### src/rtl/pg_ack_pkg.sv
/*
  Constants shared by the acknowledgment and request framer: frame identifier
  fields, data length codes, acknowledgment control codes and byte fillers.
  Assumes a CAN controller outside that splits the 29-bit identifier into
  priority, data page, format, specific and source fields.
*/
`default_nettype none

package pg_ack_pkg;

  // identifier fields
  localparam logic [2:0]  PRIO_DEFAULT = 3'h6;
  localparam logic        DATA_PAGE    = 1'h0;
  localparam logic [7:0]  PF_ACK       = 8'he8;   // group 0x00e800
  localparam logic [7:0]  PF_REQ       = 8'hea;   // group 0x00ea00
  localparam logic [7:0]  ADDR_GLOBAL  = 8'hff;
  localparam logic [23:0] PGN_ACK      = 24'h00e800;
  localparam logic [23:0] PGN_REQ      = 24'h00ea00;

  // lengths
  localparam logic [3:0]  DLC_ACK      = 4'h8;
  localparam logic [3:0]  DLC_REQ      = 4'h3;

  // payload contents
  localparam logic [7:0]  BYTE_FILL    = 8'hff;
  localparam logic [7:0]  GFV_MAX      = 8'hfa;
  localparam logic [5:0]  CTRL_PAD     = 6'h00;
  localparam logic [7:0]  CTRL_LAST    = 8'h03;

  // byte lanes of the 64-bit payload, byte 1 in the low lane
  localparam int          LANE_CTRL    = 0;
  localparam int          LANE_GFV     = 8;
  localparam int          LANE_RESV    = 16;
  localparam int          LANE_PGN     = 40;

  // acknowledgment outcome
  typedef enum logic [1:0] {
    ACK_POSITIVE = 2'h0,
    ACK_NEGATIVE = 2'h1,
    ACK_DENIED   = 2'h2,
    ACK_BUSY     = 2'h3
  } ack_ctrl_e;

endpackage

`default_nettype wire

### src/rtl/pgn_bytes_pack.sv
/*
  Places a 24-bit group number into three payload bytes, least significant
  byte first, bit 8 of each byte most significant.
  Assumes the caller registers the result where it meets an output.
*/
`default_nettype none

module pgn_bytes_pack
(
  // group number in
  input  wire logic [23:0] pgn,
  // payload bytes out, first byte in the low lane
  output logic      [23:0] bytes
);

  // least significant byte goes first on the wire
  assign bytes = {pgn[23:16], pgn[15:8], pgn[7:0]};

endmodule

`default_nettype wire

### src/rtl/pgn_bytes_unpack.sv
/*
  Reassembles a 24-bit group number from three received payload bytes sent
  least significant byte first.
  Assumes the payload lanes hold byte 1 in the low bits.
*/
`default_nettype none

module pgn_bytes_unpack
(
  // payload bytes in, first byte in the low lane
  input  wire logic [23:0] bytes,
  // group number out
  output logic      [23:0] pgn
);

  // first byte is the least significant
  assign pgn = {bytes[23:16], bytes[15:8], bytes[7:0]};

endmodule

`default_nettype wire

### src/rtl/pg_ack_framer.sv
/*
  Acknowledgment and request framer. Decodes received request frames, hands
  the asked-for group number to the application, and builds the eight-byte
  acknowledgment frame for whatever received group is awaiting one.
  Assumes a CAN controller on both sides that presents whole frames with a
  split identifier, a synchronous application, and one clock mclk.
*/
`default_nettype none

module pg_ack_framer
(
  // clock and reset
  input  wire logic        mclk,
  input  wire logic        rstn,
  // own node address
  input  wire logic [7:0]  own_addr,
  // received frame from the can controller
  input  wire logic        rx_valid,
  input  wire logic [2:0]  rx_prio,
  input  wire logic        rx_dp,
  input  wire logic [7:0]  rx_pf,
  input  wire logic [7:0]  rx_ps,
  input  wire logic [7:0]  rx_sa,
  input  wire logic [3:0]  rx_dlc,
  input  wire logic [63:0] rx_data,
  // decoded request towards the application
  output logic             req_valid,
  output logic [23:0]      req_pgn,
  output logic [7:0]       req_sa,
  output logic             req_global,
  // other received groups needing acknowledgment
  input  wire logic        arm_valid,
  input  wire logic [23:0] arm_pgn,
  // acknowledgment order from the application
  input  wire logic        ack_valid,
  output logic             ack_ready,
  input  wire pg_ack_pkg::ack_ctrl_e ack_ctrl,
  input  wire logic        ack_gfv_valid,
  input  wire logic [7:0]  ack_gfv,
  // acknowledgment still owed
  output logic             ack_pending,
  // frame to the can controller
  output logic             tx_valid,
  input  wire logic        tx_ready,
  output logic [2:0]       tx_prio,
  output logic             tx_dp,
  output logic [7:0]       tx_pf,
  output logic [7:0]       tx_ps,
  output logic [7:0]       tx_sa,
  output logic [3:0]       tx_dlc,
  output logic [63:0]      tx_data
);

  import pg_ack_pkg::*;

  typedef enum logic {
    TX_IDLE,
    TX_SEND
  } tx_state_e;

  tx_state_e   state_reg;
  tx_state_e   state_next;
  logic        pend_reg;
  logic [23:0] pend_pgn_reg;
  logic        req_hit;
  logic        req_len_ok;
  logic        req_addr_ok;
  logic        accept;
  logic [23:0] rx_pgn;
  logic [23:0] pend_bytes;
  logic [7:0]  gfv_byte;

  // reassemble the requested group number from bytes 1 to 3
  pgn_bytes_unpack i_pgn_bytes_unpack
  (
    .bytes (rx_data[23:0]),
    .pgn   (rx_pgn)
  );

  // order the pending group number for bytes 6 to 8
  pgn_bytes_pack i_pgn_bytes_pack
  (
    .pgn   (pend_pgn_reg),
    .bytes (pend_bytes)
  );

  // request frame recognition, to us or to everyone
  assign req_len_ok  = (rx_dlc == DLC_REQ);
  assign req_addr_ok = (rx_ps == own_addr) || (rx_ps == ADDR_GLOBAL);
  assign req_hit     = rx_valid && (rx_dp == DATA_PAGE) && (rx_pf == PF_REQ)
                       && req_addr_ok && req_len_ok;

  // request handed to the application as a one-cycle pulse
  always_ff @(posedge mclk or negedge rstn)
  begin
    if (!rstn)
    begin
      req_valid  <= 1'b0;
      req_pgn    <= '0;
      req_sa     <= '0;
      req_global <= 1'b0;
    end
    else
    begin
      req_valid <= req_hit;
      if (req_hit)
      begin
        req_pgn    <= rx_pgn;
        req_sa     <= rx_sa;
        req_global <= (rx_ps == ADDR_GLOBAL);
      end
    end
  end

  // an order is taken only while an acknowledgment is owed
  assign ack_ready   = (state_reg == TX_IDLE) && pend_reg;
  assign accept      = ack_valid && ack_ready;
  assign ack_pending = pend_reg;

  // owed flag: a new arrival wins over the clear by acceptance
  always_ff @(posedge mclk or negedge rstn)
  begin
    if (!rstn)
    begin
      pend_reg     <= 1'b0;
      pend_pgn_reg <= '0;
    end
    else if (req_hit)
    begin
      pend_reg     <= 1'b1;
      pend_pgn_reg <= rx_pgn;
    end
    else if (arm_valid)
    begin
      pend_reg     <= 1'b1;
      pend_pgn_reg <= arm_pgn;
    end
    else if (accept)
    begin
      pend_reg <= 1'b0;
    end
  end

  // group function byte, out-of-range values sent as not applicable
  always_comb
  begin
    if (ack_gfv_valid && (ack_gfv <= GFV_MAX))
      gfv_byte = ack_gfv;
    else
      gfv_byte = BYTE_FILL;
  end

  // transmit sequencing
  always_comb
  begin
    state_next = state_reg;
    case (state_reg)
      TX_IDLE:
      begin
        if (accept)
          state_next = TX_SEND;
      end
      TX_SEND:
      begin
        if (tx_ready)
          state_next = TX_IDLE;
      end
      default:
      begin
        state_next = TX_IDLE;
      end
    endcase
  end

  always_ff @(posedge mclk or negedge rstn)
  begin
    if (!rstn)
      state_reg <= TX_IDLE;
    else
      state_reg <= state_next;
  end

  assign tx_valid = (state_reg == TX_SEND);

  // fixed identifier of the acknowledgment frame
  always_ff @(posedge mclk or negedge rstn)
  begin
    if (!rstn)
    begin
      tx_prio <= PRIO_DEFAULT;
      tx_dp   <= DATA_PAGE;
      tx_pf   <= PF_ACK;
      tx_ps   <= ADDR_GLOBAL;
      tx_sa   <= '0;
      tx_dlc  <= DLC_ACK;
    end
    else if (accept)
    begin
      tx_prio <= PRIO_DEFAULT;
      tx_dp   <= DATA_PAGE;
      tx_pf   <= PF_ACK;
      tx_ps   <= ADDR_GLOBAL;
      tx_sa   <= own_addr;
      tx_dlc  <= DLC_ACK;
    end
  end

  // payload captured on acceptance and held until sent
  always_ff @(posedge mclk or negedge rstn)
  begin
    if (!rstn)
      tx_data <= '0;
    else if (accept)
    begin
      tx_data[LANE_CTRL +: 8]  <= {CTRL_PAD, ack_ctrl};
      tx_data[LANE_GFV +: 8]   <= gfv_byte;
      tx_data[LANE_RESV +: 24] <= {3{BYTE_FILL}};
      tx_data[LANE_PGN +: 24]  <= pend_bytes;
    end
  end
endmodule

`default_nettype wire

### config.mk
export PLATFORM = sky130hd
export DESIGN_NAME = pg_ack_framer
export DESIGN_NICKNAME = d
export VERILOG_FILES = /design/src/rtl/pg_ack_pkg.sv /design/src/rtl/pgn_bytes_pack.sv /design/src/rtl/pgn_bytes_unpack.sv /design/src/rtl/pg_ack_framer.sv
export SDC_FILE = /design/constraint.sdc
export NUM_CORES = 1
export LEC_CHECK = 0
export BUFFER_PORTS_ARGS = -buffer_cell sky130_fd_sc_hd__buf_2
export CAP_MARGIN = 5
export CORE_MARGIN = 4
export CORE_UTILIZATION = 52
export CTS_BUF_LIST = sky130_fd_sc_hd__clkbuf_8
export CTS_CLUSTER_DIAMETER = 100
export DETAILED_ROUTE_END_ITERATION = 10
export HOLD_SLACK_MARGIN = 0.08
export PLACE_DENSITY = 0.93
export RECOVER_POWER = 50
export SYNTH_ARGS = -nofsm -noshare
export SYNTH_HDL_FRONTEND = slang
export SYNTH_HIERARCHICAL = 1
export SYNTH_SLANG_ARGS = --single-unit
### constraint.sdc
create_clock -name mclk -period 2.51 [get_ports mclk]
set_clock_uncertainty 0.15 [all_clocks]
set_input_delay 0.251 -clock mclk [delete_from_list [all_inputs] [get_ports mclk]]
set_output_delay 0.251 -clock mclk [all_outputs]
set_load 0.1 [all_outputs]
==> results.py <==
metrics = {
    "detailed_routing": {
        "drt_pass1_iterations": 5,
        "drt_iter0_drc": 525,
        "vias_per_cell": 5.81,
        "wl_met2_um": 9690,
        "dr.max_layer_used": "met4",
        "vias": 6174,
        "routed_wl_um": 19700,
        "m1WireLength_um": 7830,
        "met3_length_um": 1570,
        "drc": 0,
        "drtAntennaViolNets": 0,
        "wl_per_cell_um": 18.5,
    },
    "timing": {
        "hold_ws_ps": 101,
        "tns_ps": 0,
        "post-route-period-util": 0.885,
        "hold_viol": 0,
        "tightest_slew_ps": 1260,
        "slew_viol_final": 0,
        "setup_viol": 0,
        "rsz0062_at_grt": "no",
        "slew_headroom": 0.162,
        "fin_crit_ps": 2220,
        "fmaxAchievable_mhz": 450,
    },
    "placed_design": {
        "place_congestion": 0.797,
        "hpwl_um": 12300,
        "place_inst": 989,
        "numPortBuffers": 204,
    },
    "clocking": {
        "htreeDepth": 3,
        "ctsHoldBuffers": 57,
        "cts.reportedPaths.clkPinSlew_ps": 100,
        "post-cts-setup-buffer-count": 0,
        "cts_made_buffers": 9,
        "post_cts_resized": 0,
        "cts_max_path_buffers": 2,
        "clk_latency_ps": 400,
        "cts_tree": "yes",
        "cts-root-buf": "clkbuf_8",
        "clock-sinks": 103,
    },
    "logic_synthesis": {
        "yosys-top-cells-area": "dfrtp_1 39%, buf_4 12%, mux2i_1 12%",
        "ys_seq_area_frac": 0.388,
        "synth_top_cell_by_area": "dfrtp_1",
        "yosysTopAreaCellShare": 0.388,
        "avgSynthCellArea_um2": 9.11,
        "syn_area_um2": 6650,
        "ys_warn_count": 6,
        "syn_inst": 730,
        "synth_cell_types": 35,
        "ys_ff_latch": 103,
    },
    "min_path": {
        "min-delay-start": "arm_pgn[4]",
        "min_path_type": "in2reg",
    },
    "setup_path": {
        "critPathCaptureType": "flip-flop",
        "worst_ep_arrival_time_ps": 2350,
        "setup.worst_path.start": "own_addr[3]",
        "start_kind": "primary input",
        "critPathKind": "in2reg",
        "worstPathRequired_ps": 2640,
        "crit_fanout": 44,
        "r2r_start": "tx_valid",
    },
    "global_route": {
        "grt_pass1_vias": 6033,
        "overflow": 0,
        "grt_pass1_wl_um": 31500,
        "grt_max_degree": 83,
        "grt_use_total": 0.270,
        "antenna_found_initial": 0,
    },
    "final_layout": {
        "nets": 1030,
        "final_cells": 1062,
        "drive_gt1_frac": 0.225,
        "antenna-diode-count": 0,
        "area_delta_synth_final_pct": 18.3,
        "largest_reg_flops": 35,
        "fillCellCount": 1029,
    },
    "die": {
        "initial_core_util": 0.529,
        "die_y_um": 121,
        "coreArea_um2": 12600,
        "die_area_um2": 14700,
        "die_w_um": 121,
        "ioPinCount": 278,
        "row_count": 41,
    },
    "power_and_ir_drop": {
        "leakage_nw": 3.50,
        "power-per-cell-area_nw_per_um2": 635,
        "ir_worst_vdd_mv": 0.305,
    },
    "flow_run": {
        "max_cap_viol_count": 0,
    },
    "outcome": {
        "outcome": "finished clean",
    },
}
==> logic make-up after synthesis <==
group,share of synthesized area
compound gates,0.0788
mux,0.120
simple gates,0.240
buf+inv,0.161
flops,0.388
other cells,0.00113
xor+xnor,0.0105
==> layout by cell type (no fill, tap or decap), drive strengths merged, types with 2 or more instances in the layout <==
cell / netlist / routed
clkinv: 0 / 2
conb: 2 / 30
a31oi: 5 / 5
nand4: 38 / 38
dlygate4sd3: 0 / 57
nor2: 5 / 5
or4: 24 / 24
buf: 124 / 173
and2: 2 / 2
nand2: 104 / 104
and3: 56 / 56
nand3: 32 / 32
dfrtp: 103 / 103
and4: 6 / 6
xnor2: 8 / 8
clkbuf: 40 / 62
mux2i: 80 / 80
nor3: 24 / 24
o21ai: 3 / 3
o211ai: 56 / 56
o22a: 3 / 3
inv: 6 / 8
==> report_power, final <==
part           internal, mW  switching [mW]  leakage (nW)  total [mW]
combinational         0.348            1.71          2.20        2.06
sequential             1.81          0.0868          1.20        1.90
clock                 0.437           0.604         0.105        1.04
==> final cells by class <==
cell class / count / area [um2] / share of cell area
multi-input combinational: 485 / 3120 / 0.396
sequential: 103 / 2580 / 0.328
timing repair buffer: 280 / 1750 / 0.222
tap: 172 / 215 / 0.0274
clock buffer: 12 / 165 / 0.0210
inverter: 6 / 22.5 / 0.00286
clock inverter: 4 / 21.3 / 0.00270
==> cells in the mapped netlist <==
cell type,instances
nor3_1,24
and3_1,56
and4_1,5
nand2b_1,1
clkbuf_1,39
nand4_4,1
buf_4,107
and2b_1,1
or4_1,24
o22a_1,3
inv_1,6
a221o_1,1
xnor2_1,8
conb_1,2
nand3_1,32
nor2b_1,1
o311ai_0,1
and2_1,2
o21ai_0,3
and4bb_2,1
o211ai_1,56
nor2_1,5
mux2i_1,80
dfrtp_1,103
nor4b_4,1
a21oi_1,1
clkbuf_4,1
buf_2,12
o31ai_1,1
nand2_1,104
and4_2,1
buf_6,2
a31oi_1,5
buf_1,3
nand4_1,37
==> final timing paths <==
kind,endpoint,slack [ps],cells after the start
setup / recovery,pend_pgn_reg[10],290,7
hold / removal,pend_pgn_reg[4],100,4
setup reg to reg,tx_data[13],320,6
hold reg to reg,tx_data[57],320,2
max in group asynchronous,tx_data[41],450,3
min in group asynchronous,tx_data[55],410,2
==> per-stage QoR <==
stage	util	power [mW]	instance area (um2)	worst slack, ps
after CTS	0.632	5.04	7940	333
after floorplan	-	3.58	6760	44.6
final	0.626	5.00	7870	289
after detailed placement	0.572	3.92	7190	267
after global routing	0.626	5.18	7870	194
after global placement	0.572	3.89	7190	323
==> metal layers <==
layer / GRT usage / vias up
met3: 0.0476 / 51
met2: 0.457 / 339
met5: 0 / -
li1: - / 2813
met1: 0.337 / 2971
met4: 0.119 / 0
==> critical path: stages <==
cell	delay, ps
dlygate4sd3_1	540
buf_2	140
xnor2_1	220
nand4_1	280
buf_12	270
or4_1	430
and3_1	200
Note: power is estimated with default switching activity, not from simulation.
